<file path="src/hw/period_timer_pkg.sv">
// shared constants for the period match timer block
`default_nettype none
package period_timer_pkg;

    // ------------------------------
    // register map (byte addresses)
    // ------------------------------
    localparam int          TIMER_STRIDE            = 16;
    localparam logic [7:0]  COUNT_OFFSET            = 8'h00;
    localparam logic [7:0]  PERIOD_OFFSET           = 8'h04;
    localparam logic [7:0]  CONTROL_OFFSET          = 8'h08;
    localparam logic [7:0]  INT_FLAG_REG_ONE_ADDR   = 8'h30;
    localparam logic [7:0]  INT_ENABLE_REG_ONE_ADDR = 8'h34;

    // ------------------------------
    // timer_control field layout
    // ------------------------------
    localparam int          PRESCALE_LSB            = 0;
    localparam int          PRESCALE_W              = 2;
    localparam int          TIMER_ON_BIT            = 2;
    localparam int          POSTSCALE_LSB           = 3;
    localparam int          POSTSCALE_W             = 4;
    localparam int          CONTROL_W               = 7;

    // ------------------------------
    // reset values
    // ------------------------------
    localparam logic [7:0]  COUNT_RESET             = 8'h00;
    localparam logic [7:0]  PERIOD_RESET            = 8'hff;
    localparam logic [6:0]  CONTROL_RESET           = 7'h00;

    // ------------------------------
    // timing: instruction clock is the system clock divided by four
    // ------------------------------
    localparam logic [1:0]  INSTR_DIV_LAST          = 2'h3;
    localparam int          PRESCALE_CNT_W          = 6;

    // ------------------------------
    // bus answers
    // ------------------------------
    localparam logic [1:0]  RESP_OKAY               = 2'b00;
    localparam logic [1:0]  RESP_DECERR             = 2'b11;

    typedef enum logic {
        rd_idle = 1'b0,
        rd_data = 1'b1
    } read_state_type;

    // terminal count of the prescaler: 1, 4, 16 or 64 ticks per step
    function automatic logic [PRESCALE_CNT_W-1:0] prescale_limit(
        input logic [PRESCALE_W-1:0] sel
    );
        case (sel)
            2'b00:   prescale_limit = 6'h00;
            2'b01:   prescale_limit = 6'h03;
            2'b10:   prescale_limit = 6'h0f;
            default: prescale_limit = 6'h3f;
        endcase
    endfunction

endpackage
`default_nettype wire

</file>
<file path="src/hw/prescale_divider.sv">
// instruction clock divider and selectable input prescaler
`default_nettype none
module prescale_divider
    import period_timer_pkg::*;
(
    input  wire logic                  aclk,
    input  wire logic                  aresetn,
    input  wire logic                  run,
    input  wire logic                  clear_scalers,
    input  wire logic [PRESCALE_W-1:0] prescale_select,
    output logic                       tick
);

    logic [1:0]                instr_q;
    logic [PRESCALE_CNT_W-1:0] pre_q;
    logic                      instr_tick;
    logic                      pre_last;

    // instruction clock edge once in four system clocks
    assign instr_tick = run && (instr_q == INSTR_DIV_LAST);
    assign pre_last   = (pre_q == prescale_limit(prescale_select));
    assign tick       = instr_tick && pre_last;

    // ------------------------------
    // counters; halted when off or asleep so nothing drifts meanwhile
    // ------------------------------
    always_ff @(posedge aclk) begin
        if (!aresetn || clear_scalers) begin
            instr_q <= 2'h0;
            pre_q   <= '0;
        end else if (run) begin
            instr_q <= instr_q + 2'h1;
            if (instr_tick) begin
                pre_q <= pre_last ? '0 : pre_q + 1'b1;
            end
        end
    end

endmodule
`default_nettype wire

</file>
<file path="src/hw/match_counter.sv">
// count, period compare and postscaler of one timer
`default_nettype none
module match_counter
    import period_timer_pkg::*;
(
    input  wire logic                   aclk,
    input  wire logic                   aresetn,
    input  wire logic                   tick,
    input  wire logic                   clear_scalers,
    input  wire logic                   count_we,
    input  wire logic                   period_we,
    input  wire logic [7:0]             wdata,
    input  wire logic [POSTSCALE_W-1:0] postscale_select,
    output logic [7:0]                  timer_count,
    output logic [7:0]                  period_value,
    output logic                        match_pulse,
    output logic                        post_event
);

    logic [7:0]             count_q;
    logic [7:0]             period_q;
    logic [POSTSCALE_W-1:0] post_q;
    logic                   post_hit;

    // compare on each prescaled step; match is the timer output
    assign match_pulse  = tick && (count_q == period_q);
    assign post_hit     = (post_q == postscale_select);
    assign post_event   = match_pulse && post_hit;
    assign timer_count  = count_q;
    assign period_value = period_q;

    // ------------------------------
    // count and period; software write beats a counting step
    // ------------------------------
    always_ff @(posedge aclk) begin
        if (!aresetn) begin
            count_q  <= COUNT_RESET;
            period_q <= PERIOD_RESET;
        end else begin
            if (period_we) begin
                period_q <= wdata;
            end
            if (count_we) begin
                count_q <= wdata;
            end else if (match_pulse) begin
                count_q <= COUNT_RESET;
            end else if (tick) begin
                count_q <= count_q + 8'h01;
            end
        end
    end

    // postscaler counts matches, wraps at the selected ratio
    always_ff @(posedge aclk) begin
        if (!aresetn || clear_scalers) begin
            post_q <= '0;
        end else if (match_pulse) begin
            post_q <= post_hit ? '0 : post_q + 1'b1;
        end
    end

endmodule
`default_nettype wire

</file>
<file path="src/hw/period_match_timer.sv">
// top: three period match timers behind an axi4-lite register slave
`default_nettype none

// Summary of operation
// - three timers, each with readable and writable 8-bit count and period
// - timers run from the instruction clock, system clock divided by four
// - prescaler divides the instruction clock by 1, 4, 16 or 64
// - each prescaled step compares count with period; equality gives match
// - after a match the count reloads to zero instead of incrementing
// - reset clears the count and sets the period to all ones
// - writing count or control clears prescaler and postscaler
// - every device reset clears prescaler and postscaler
// - writing control leaves the count untouched
// - matches advance a 4-bit postscaler; its terminal count sets the flag
// - interrupt request is flag gated by enable; flag sets regardless
// - postscaler offers sixteen ratios, one to sixteen matches per flag
// - unscaled match pulse is exported for the pwm time base
// - timer output is offered as a serial port shift clock
// - in sleep the timer does not count and keeps its registers
// - prescale field 00, 01, 10, 11 select 1, 4, 16, 64
// - postscale field value n selects one flag per n+1 matches
// - period spans period value plus one prescaled steps
module period_match_timer
    import period_timer_pkg::*;
#(
    parameter int NUM_TIMERS = 3
) (
    input  wire logic                  aclk,
    input  wire logic                  aresetn,
    input  wire logic                  sleep_mode,
    input  wire logic                  s_axi_awvalid,
    output logic                       s_axi_awready,
    input  wire logic [7:0]            s_axi_awaddr,
    input  wire logic [2:0]            s_axi_awprot,
    input  wire logic                  s_axi_wvalid,
    output logic                       s_axi_wready,
    input  wire logic [31:0]           s_axi_wdata,
    input  wire logic [3:0]            s_axi_wstrb,
    output logic                       s_axi_bvalid,
    input  wire logic                  s_axi_bready,
    output logic [1:0]                 s_axi_bresp,
    input  wire logic                  s_axi_arvalid,
    output logic                       s_axi_arready,
    input  wire logic [7:0]            s_axi_araddr,
    input  wire logic [2:0]            s_axi_arprot,
    output logic                       s_axi_rvalid,
    input  wire logic                  s_axi_rready,
    output logic [31:0]                s_axi_rdata,
    output logic [1:0]                 s_axi_rresp,
    output logic [NUM_TIMERS-1:0]      match_pulse,
    output logic [NUM_TIMERS-1:0]      shift_clock,
    output logic [NUM_TIMERS-1:0]      match_int_request
);

    // ------------------------------
    // elaboration check
    // ------------------------------
    // the flag register at 0x30 sits where a fourth timer block would start
    if (NUM_TIMERS < 1 || NUM_TIMERS > 3) begin : g_bad_count
        $error("NUM_TIMERS must lie between 1 and 3");
    end

    // ------------------------------
    // declarations
    // ------------------------------
    // write side and read side state
    logic                    aw_held_q;
    logic [7:0]              aw_addr_q;
    logic                    w_held_q;
    logic [7:0]              w_data_q;
    logic                    w_lane0_q;
    logic                    bvalid_q;
    logic [1:0]              bresp_q;
    read_state_type          rd_state_q;
    read_state_type          rd_state_d;
    logic [31:0]             rdata_q;
    logic [1:0]              rresp_q;

    // per-timer state
    logic [CONTROL_W-1:0]    ctrl_q [NUM_TIMERS];
    logic [NUM_TIMERS-1:0]   flag_q;
    logic [NUM_TIMERS-1:0]   flag_d;
    logic [NUM_TIMERS-1:0]   enable_q;
    logic [NUM_TIMERS-1:0]   shift_q;
    logic [NUM_TIMERS-1:0]   post_event;
    logic [7:0]              count_rd [NUM_TIMERS];
    logic [7:0]              period_rd [NUM_TIMERS];

    // write strobes and run enables
    logic                    do_write;
    logic                    wr_mapped;
    logic                    flag_wr;
    logic                    enable_wr;
    logic [NUM_TIMERS-1:0]   count_wr;
    logic [NUM_TIMERS-1:0]   period_wr;
    logic [NUM_TIMERS-1:0]   control_wr;
    logic [NUM_TIMERS-1:0]   clear_scalers;
    logic [NUM_TIMERS-1:0]   run;

    // read decode
    logic                    ar_take;
    logic [31:0]             rd_word;
    logic                    rd_mapped;

    // ------------------------------
    // write channel handshakes
    // ------------------------------
    // address and data are taken in either order and held until both
    // are in; nothing new is accepted while the response is pending
    assign s_axi_awready = !aw_held_q && !bvalid_q;
    assign s_axi_wready  = !w_held_q && !bvalid_q;
    assign do_write      = aw_held_q && w_held_q && !bvalid_q;
    assign s_axi_bvalid  = bvalid_q;
    assign s_axi_bresp   = bresp_q;

    // single-register decode of the held write address
    assign flag_wr   = do_write && w_lane0_q
                       && (aw_addr_q == INT_FLAG_REG_ONE_ADDR);
    assign enable_wr = do_write && w_lane0_q
                       && (aw_addr_q == INT_ENABLE_REG_ONE_ADDR);

    // per-timer decode: upper nibble picks the timer, word picks the reg
    for (genvar i = 0; i < NUM_TIMERS; i++) begin : g_wr_decode
        localparam logic [7:0] BASE = 8'(i * TIMER_STRIDE);
        assign count_wr[i]   = do_write && w_lane0_q
                               && (aw_addr_q == (BASE | COUNT_OFFSET));
        assign period_wr[i]  = do_write && w_lane0_q
                               && (aw_addr_q == (BASE | PERIOD_OFFSET));
        assign control_wr[i] = do_write && w_lane0_q
                               && (aw_addr_q == (BASE | CONTROL_OFFSET));
    end

    // a write with lane 0 off still gets OKAY when the address is mapped
    assign wr_mapped = (aw_addr_q == INT_FLAG_REG_ONE_ADDR)
                       || (aw_addr_q == INT_ENABLE_REG_ONE_ADDR)
                       || (aw_addr_q[7:4] < 4'(NUM_TIMERS)
                           && aw_addr_q[3:0] <= CONTROL_OFFSET[3:0]
                           && aw_addr_q[1:0] == 2'b00);

    // write address holding register
    always_ff @(posedge aclk) begin
        if (!aresetn) begin
            aw_held_q <= 1'b0;
            aw_addr_q <= 8'h00;
        end else if (s_axi_awvalid && s_axi_awready) begin
            aw_held_q <= 1'b1;
            aw_addr_q <= {s_axi_awaddr[7:2], 2'b00};
        end else if (do_write) begin
            aw_held_q <= 1'b0;
        end
    end

    // write data holding register; only byte lane 0 carries data
    always_ff @(posedge aclk) begin
        if (!aresetn) begin
            w_held_q  <= 1'b0;
            w_data_q  <= 8'h00;
            w_lane0_q <= 1'b0;
        end else if (s_axi_wvalid && s_axi_wready) begin
            w_held_q  <= 1'b1;
            w_data_q  <= s_axi_wdata[7:0];
            w_lane0_q <= s_axi_wstrb[0];
        end else if (do_write) begin
            w_held_q <= 1'b0;
        end
    end

    // write response
    always_ff @(posedge aclk) begin
        if (!aresetn) begin
            bvalid_q <= 1'b0;
            bresp_q  <= RESP_OKAY;
        end else if (do_write) begin
            bvalid_q <= 1'b1;
            bresp_q  <= wr_mapped ? RESP_OKAY : RESP_DECERR;
        end else if (s_axi_bready) begin
            bvalid_q <= 1'b0;
        end
    end

    // ------------------------------
    // read channel
    // ------------------------------
    // arready only while idle
    assign ar_take       = s_axi_arvalid && (rd_state_q == rd_idle);
    assign s_axi_arready = (rd_state_q == rd_idle);
    assign s_axi_rvalid  = (rd_state_q == rd_data);
    assign s_axi_rdata   = rdata_q;
    assign s_axi_rresp   = rresp_q;

    // read mux; reserved and unused bits read as zero
    always_comb begin
        rd_word   = 32'h0000_0000;
        rd_mapped = 1'b0;
        if (s_axi_araddr[7:2] == INT_FLAG_REG_ONE_ADDR[7:2]) begin
            rd_word   = 32'(flag_q);
            rd_mapped = 1'b1;
        end else if (s_axi_araddr[7:2] == INT_ENABLE_REG_ONE_ADDR[7:2]) begin
            rd_word   = 32'(enable_q);
            rd_mapped = 1'b1;
        end else begin
            for (int i = 0; i < NUM_TIMERS; i++) begin
                if (s_axi_araddr[7:4] == 4'(i)) begin
                    if (s_axi_araddr[3:2] == COUNT_OFFSET[3:2]) begin
                        rd_word   = 32'(count_rd[i]);
                        rd_mapped = 1'b1;
                    end else if (s_axi_araddr[3:2] == PERIOD_OFFSET[3:2]) begin
                        rd_word   = 32'(period_rd[i]);
                        rd_mapped = 1'b1;
                    end else if (s_axi_araddr[3:2] == CONTROL_OFFSET[3:2]) begin
                        rd_word   = 32'(ctrl_q[i]);
                        rd_mapped = 1'b1;
                    end
                end
            end
        end
    end

    // read state machine: one read at a time, data held until taken
    always_comb begin
        rd_state_d = rd_state_q;
        case (rd_state_q)
            rd_idle: begin
                if (ar_take) begin
                    rd_state_d = rd_data;
                end
            end
            default: begin
                if (s_axi_rready) begin
                    rd_state_d = rd_idle;
                end
            end
        endcase
    end

    // read state and answer
    always_ff @(posedge aclk) begin
        if (!aresetn) begin
            rd_state_q <= rd_idle;
            rdata_q    <= 32'h0000_0000;
            rresp_q    <= RESP_OKAY;
        end else begin
            rd_state_q <= rd_state_d;
            if (ar_take) begin
                rdata_q <= rd_word;
                rresp_q <= rd_mapped ? RESP_OKAY : RESP_DECERR;
            end
        end
    end

    // ------------------------------
    // timers
    // ------------------------------
    // one chain per timer
    for (genvar i = 0; i < NUM_TIMERS; i++) begin : g_timer
        // count or control write restarts the scaler chains
        assign clear_scalers[i] = count_wr[i] || control_wr[i];
        // halted when off or while the processor sleeps
        assign run[i] = ctrl_q[i][TIMER_ON_BIT] && !sleep_mode;

        logic tick;

        // divider and prescaler
        prescale_divider u_prescale (
            .aclk            (aclk),
            .aresetn         (aresetn),
            .run             (run[i]),
            .clear_scalers   (clear_scalers[i]),
            .prescale_select (ctrl_q[i][PRESCALE_LSB +: PRESCALE_W]),
            .tick            (tick)
        );

        // count and postscaler
        match_counter u_match (
            .aclk             (aclk),
            .aresetn          (aresetn),
            .tick             (tick),
            .clear_scalers    (clear_scalers[i]),
            .count_we         (count_wr[i]),
            .period_we        (period_wr[i]),
            .wdata            (w_data_q),
            .postscale_select (ctrl_q[i][POSTSCALE_LSB +: POSTSCALE_W]),
            .timer_count      (count_rd[i]),
            .period_value     (period_rd[i]),
            .match_pulse      (match_pulse[i]),
            .post_event       (post_event[i])
        );

        // control register; count is not touched by this write
        always_ff @(posedge aclk) begin
            if (!aresetn) begin
                ctrl_q[i] <= CONTROL_RESET;
            end else if (control_wr[i]) begin
                ctrl_q[i] <= w_data_q[CONTROL_W-1:0];
            end
        end
    end

    // ------------------------------
    // shift clock: toggles on each match, giving a clean square wave
    // ------------------------------
    always_ff @(posedge aclk) begin
        if (!aresetn) begin
            shift_q <= '0;
        end else begin
            shift_q <= shift_q ^ match_pulse;
        end
    end

    // registered level, no glitch
    assign shift_clock = shift_q;

    // ------------------------------
    // match flags and enables
    // ------------------------------
    // a zero written clears a flag, a one leaves it; a postscaler event
    // in the same cycle wins so no event is lost
    assign flag_d = flag_wr
                    ? ((flag_q & w_data_q[NUM_TIMERS-1:0]) | post_event)
                    : (flag_q | post_event);

    // flags and enables
    always_ff @(posedge aclk) begin
        if (!aresetn) begin
            flag_q   <= '0;
            enable_q <= '0;
        end else begin
            flag_q <= flag_d;
            if (enable_wr) begin
                enable_q <= w_data_q[NUM_TIMERS-1:0];
            end
        end
    end

    // flag sets regardless; only the request is gated
    assign match_int_request = flag_q & enable_q;

endmodule
`default_nettype wire

</file>
<file path="config.mk">
export PLATFORM = sky130hd
export DESIGN_NAME = period_match_timer
export DESIGN_NICKNAME = d
export VERILOG_FILES = /design/src/hw/period_timer_pkg.sv /design/src/hw/prescale_divider.sv /design/src/hw/match_counter.sv /design/src/hw/period_match_timer.sv
export SDC_FILE = /design/constraint.sdc
export NUM_CORES = 1
export LEC_CHECK = 0
export ABC_AREA = 1
export BUFFER_PORTS_ARGS = -buffer_cell sky130_fd_sc_hd__buf_2
export CORE_UTILIZATION = 45
export CTS_CLUSTER_SIZE = 14
export DETAILED_ROUTE_END_ITERATION = 8
export HOLD_SLACK_MARGIN = 0.1
export SLEW_MARGIN = 30
export SYNTH_ARGS = -nofsm -noshare
export SYNTH_HDL_FRONTEND = slang
export SYNTH_HIERARCHICAL = 1
export SYNTH_SLANG_ARGS = --single-unit
</file>
<file path="constraint.sdc">
create_clock -name aclk -period 4.6 [get_ports aclk]
set_clock_uncertainty 0.15 [all_clocks]
set_input_delay 0.46 -clock aclk [delete_from_list [all_inputs] [get_ports aclk]]
set_output_delay 0.46 -clock aclk [all_outputs]
set_load 0.01 [all_outputs]
</file>
* Word-level counts from Yosys, hierarchy flattened
Memories as Yosys holds them, arrays and structs flattened.
Index checks and enable logic that the tools add are counted.
** Cells by class
- Add/sub/neg operators :: 12
- Reduce and logical (&&, ||, !) cells :: 63
- Order comparisons :: 2
- $mul :: 0
- Bitwise logic cells :: 9
- Muxes and demuxes :: 70
- Eq/ne operators :: 34
- Div/mod/pow operators :: 0
- Shift-type cells :: 0
** Operators with widths (count)
- 2-to-1 mux 32 bit :: 10
- 2-to-1 mux 8 bit :: 12
- one-hot mux 6 bit (3 select lines) :: 3
- == test 6 x 4 -> 1 bit, second input constant :: 7
- logical AND 1 bit :: 35
- 2-to-1 mux 1 bit :: 32
- 2-to-1 mux 7 bit :: 4
- adder 8 x 1 -> 8 bit, second input constant :: 3
- == test 8 bit :: 3
- adder 6 x 1 -> 6 bit, second input constant :: 3
- == test 6 x 3 -> 1 bit, second input constant :: 3
- == test 6 bit :: 3
- 2-to-1 mux 6 bit :: 3
- == test 2 bit, second input constant :: 7
- adder 4 x 1 -> 4 bit, second input constant :: 3
- == test 4 bit :: 3
- 2-to-1 mux 4 bit :: 3
- nonzero test 3 bit :: 3
- == test 2 x 1 -> 1 bit, second input constant :: 4
- logical NOT 2 bit :: 4
- logical NOT 8 bit :: 1
- logical OR 1 bit :: 8
- adder 2 x 1 -> 2 bit, second input constant :: 3
- AND 3 bit :: 2
- 16 further kinds :: 28
** Storage, ports and cells
- Memory bits (read-only) :: 0
- Memories kept :: 1
- Flip-flop bits (word level) :: 148
- Output and inout port bits :: 50
- Bits in latches :: 0
- Bits in writable memories :: 21
- Bits of input ports :: 66
- Logic and storage cells :: 219
** Memory list
- ctrl_q :: depth 3, width 7, rd ports 3, clocked after Yosys merged registers in 0, write ports 3, line period_match_timer.sv:80 : logic [CONTROL_W-1:0] ctrl_q [NUM_TIMERS];

* Logic depth before layout (Yosys ltp)
- Depth in word-level cells :: 16
- Gate-level depth with buffers :: 15
- Mapped depth without buffers :: 14

* Modules after synthesis
Netlist, hierarchy kept.
** By module, submodules not included
- match_counter :: instances 3, sequential area each 400.4 µm², area an instance 1260.0 µm², cells each 177
- period_match_timer :: instances 1, sequential area each 1391.3 µm², area an instance 3190.6 µm², cells each 436
- prescale_divider at g_timer[0].u_prescale ... :: instances 2, sequential area each 160.2 µm², area an instance 474.2 µm², cells each 65
- prescale_divider at g_timer[2].u_prescale :: instances 1, sequential area each 160.2 µm², area an instance 467.9 µm², cells each 65

* Worst setup path before layout
OpenSTA, ideal clock, no wires.
- Kind :: input to output
- From :: input sleep_mode
- To :: output match_pulse[0]
- Slack :: 2.174 ns
- Data required time :: 3.990 ns
- Buffers on the path :: 0
- Cell stages on the path :: 11
- Arrival time :: 1.816 ns
- Cell sequence :: nor2_1 > nand2_4 > inv_1 > nand3_2 > nor2_1 > inv_1 > a21oi_1 > nand2_1 > nor2_1 > nand3_4 > inv_2
** Between the ends
- Word-level cells in the longest chain between the ends :: 5
** RTL lines
- from (decl) :: line period_match_timer.sv:30 : input wire logic sleep_mode,
- logical NOT 1 bit :: line period_match_timer.sv:259 : assign run[i] = ctrl_q[i][TIMER_ON_BIT] && !sleep_mode;
- logical AND 1 bit :: line period_match_timer.sv:259
- logical AND 1 bit :: line prescale_divider.sv:20 : assign instr_tick = run && (instr_q == INSTR_DIV_LAST);
- logical AND 1 bit :: line prescale_divider.sv:22 : assign tick = instr_tick && pre_last;
- via g_timer[0].tick :: line period_match_timer.sv:261 : logic tick;
- logical AND 1 bit :: line match_counter.sv:26 : assign match_pulse = tick && (count_q == period_q);
- to (decl) :: line period_match_timer.sv:50 : output logic [NUM_TIMERS-1:0] match_pulse,
The timed path passes the listed nets, and every way through them passes these cells.

==> flow_metrics.tcl <==
set metrics [dict create \
    worst_pin_slew_ns 0.676 \
    synth_seq_cells 143 \
    die_h_um 139 \
    regArea_sq_um 3070 \
    max_freq_mhz 287 \
    endpoint_kind "output pin" \
    synthToLayoutAreaGrowth_pct 11.0 \
    synthesis.area_sq_um 8390 \
    start_kind "register" \
    grt_pass1_wl_um 36800 \
    fp.dieW_um 139 \
    avgViaCountPerCell 5.23 \
    finalCriticalPeriod_ns 3.48 \
    setup_ws_ns 1.12 \
    slowest_delay_ns 0.34 \
    hold_buffers 0 \
    layout_common_cells "nand2_1 (245), nor2_1 (138), inv_1 (127)" \
    rsz0062_at_grt "no" \
    ir_worst_vdd_uv 260 \
    dpl_worst_slack_ns 1.36 \
    synth_top_area_cell "dfxtp_1" \
    path_cells "inv_1, nor2_1, nand2_4, inv_4, nand3_2, nor2_1, inv_1, a21oi_1, nand2_1, nor2_1, nand3_4, inv_2, buf_2" \
    vias 7619 \
    synth_top_area_share_pct 29.1 \
    cts_made_buffers 17 \
    crit_slowest_cell "nor2_1" \
    hp-class "primary input to register" \
    clk_latency_ns 0.43 \
    p_leak_nw 4.01 \
    grt_max_degree 29 \
    synthCells 1162 \
    syn_avg_cell_area_sq_um 7.22 \
    clk_root_buffer_cell "clkbuf_16" \
    core_area_sq_um 18100 \
    relSlewSlack_pct 54.7 \
    route.detailed.drc 12 \
    synth.area.top_cells "dfxtp_1 (29%), nand2_1 (11%), edfxtp_1 (7.5%)" \
    post_cts_buffers 0 \
    grt_usage_pct 24.8 \
    io_buffers 54 \
    routedWlPerCell_um 15.8 \
    htree_levels 4 \
    violations "design-rule violations" \
    drt-total-wl_um 23000 \
    worstPathMaxFanout 14 \
    final_common_cell "nand2_1" \
    ys_types 49 \
    start_util_pct 46.4 \
    io_pins 116 \
    fin_setup_tns_ns 0 \
    grt_pass1_vias 7070 \
    finalSetupViolations 0 \
    cts.sinks 143 \
    clk_pin_slew_ns 0.07 \
    power_density_nw_per_um2 321 \
    final_hold_viol_count 0 \
    rows 49 \
    fin_crit_sh_pct 75.7 \
    fin_nets 1291 \
    cts_resized 0 \
    path_class "register to output pin" \
    dieArea_sq_um 19200 \
    grt_overflow 0 \
    cts_tree "yes" \
    place.gp.congestion 0.905 \
    fillers 1809 \
    firstDrtPassIters 7 \
    yosys_warnings 6 \
    maxCapViolCount 0 \
    antenna_found_initial 0 \
    status "finished, violations left" \
    cp.required_ns 3.99 \
    drive_above_1_share_pct 17.1 \
    hpwl_um 16500 \
    cts.path.max_buffers 2 \
    arrival_ns 2.87 \
    ant_nets 0 \
    detail_route.iter0.violations 694 \
    slew_viol_final 0 \
    crit_top_cell "nor2_1" \
    seq_area_frac_synth_pct 36.6 \
    multi_input_comb_area_sq_um 4470 \
]
## metal layers
metal	track usage (%)	up-vias	part of all wire, %
met5	0	-	0
met4	10.1	0	3.0
met3	6.13	46	6.3
met2	40.2	208	47
met1	31.7	3518	44
li1	-	3847	-
## power breakdown
| part | total [mW] | leakage, nW | switching, mW | internal, mW |
|---|---|---|---|---|
| clock | 1.42 | 0.296 | 0.607 | 0.817 |
| combinational | 0.217 | 2.50 | 0.151 | 0.0659 |
| sequential | 1.35 | 1.21 | 0.0547 | 1.30 |
## registers in the layout, summed over array words and instances, names as in the netlist, 3 cells and up
signal / cells
enable_q: 3
shift_clock: 3
s_axi_rdata: 8
g_timer.u_match/period_value: 24
w_data_q: 8
g_timer.u_match/timer_count: 24
aw_addr_q: 6
g_timer.u_prescale/pre_q: 18
flag_q: 3
ctrl_q: 21
g_timer.u_prescale/instr_q: 6
g_timer.u_match/post_q: 12
## stage by stage
step | hold WS [ns] | util [%] | cell area, sq um | total power [mW] | cells
after global routing | 0.157 | 51.4 | 9310 | 3.11 | 1455
after floorplan | 0.304 | - | 8470 | 1.52 | 1185
after CTS | 0.111 | 51.4 | 9300 | 3.01 | 1455
final | 0.128 | 51.5 | 9310 | 2.99 | 1456
after detailed placement | 0.307 | 48.1 | 8700 | 1.59 | 1423
after global placement | 0.302 | 48.1 | 8700 | 1.59 | 1423
## cell families after synthesis
logic type	synth area share (%)
xor+xnor	3.55
mux	0.358
buf+inv	11.2
other cells	0.0447
flops	36.6
compound gates	15.5
fa+ha+maj	1.79
simple gates	30.9
## layout make-up
| type | instances | area share (%) |
|---|---|---|
| Antenna cell | 1 | 0.0269 |
| Clock buffer | 17 | 4.57 |
| Clock inverter | 15 | 1.86 |
| Inverter | 150 | 6.16 |
| Multi-Input combinational cell | 842 | 48.0 |
| Sequential cell | 143 | 33.0 |
| Tap cell | 229 | 3.08 |
| Timing Repair Buffer | 59 | 3.31 |
## cells in the mapped netlist (all sizes together)
master   instances
ha              12
o2111ai          2
and3             2
or2             11
o22ai            1
a21oi           99
nand2          264
o21a             1
a22oi           25
o221ai           1
xnor2           21
mux2i            3
nor4             1
conb             1
nand3          102
a21boi           3
nor3             8
inv            145
dfxtp          122
clkbuf          10
a22o             3
buf             40
xor2            13
nor2           154
o21ai           75
edfxtp          21
clkinv           5
nand4           12
o211ai           5
## worst max-delay path: cells and delay by family (launching register included)
family                 cells  cell delay [ns]
AO/OA/AOI/OAI              1             0.14
buffers and inverters      5             0.66
flip-flops                 1             0.32
AND/OR/NAND/NOR            7             1.31
## final timing paths
check	from	endpoint	slack [ns]	depth (start not counted)
worst max-delay path	ctrl_q[2][2]	match_pulse[2]	1.12	13
worst min-delay path	s_axi_bready	s_axi_bvalid	0.13	4
worst max register to register	ctrl_q[2][2]	shift_clock[2]	1.86	14
worst min register to register	s_axi_rdata[1]	s_axi_rdata[1]	0.31	2
Power figures use the tool's default switching activity.
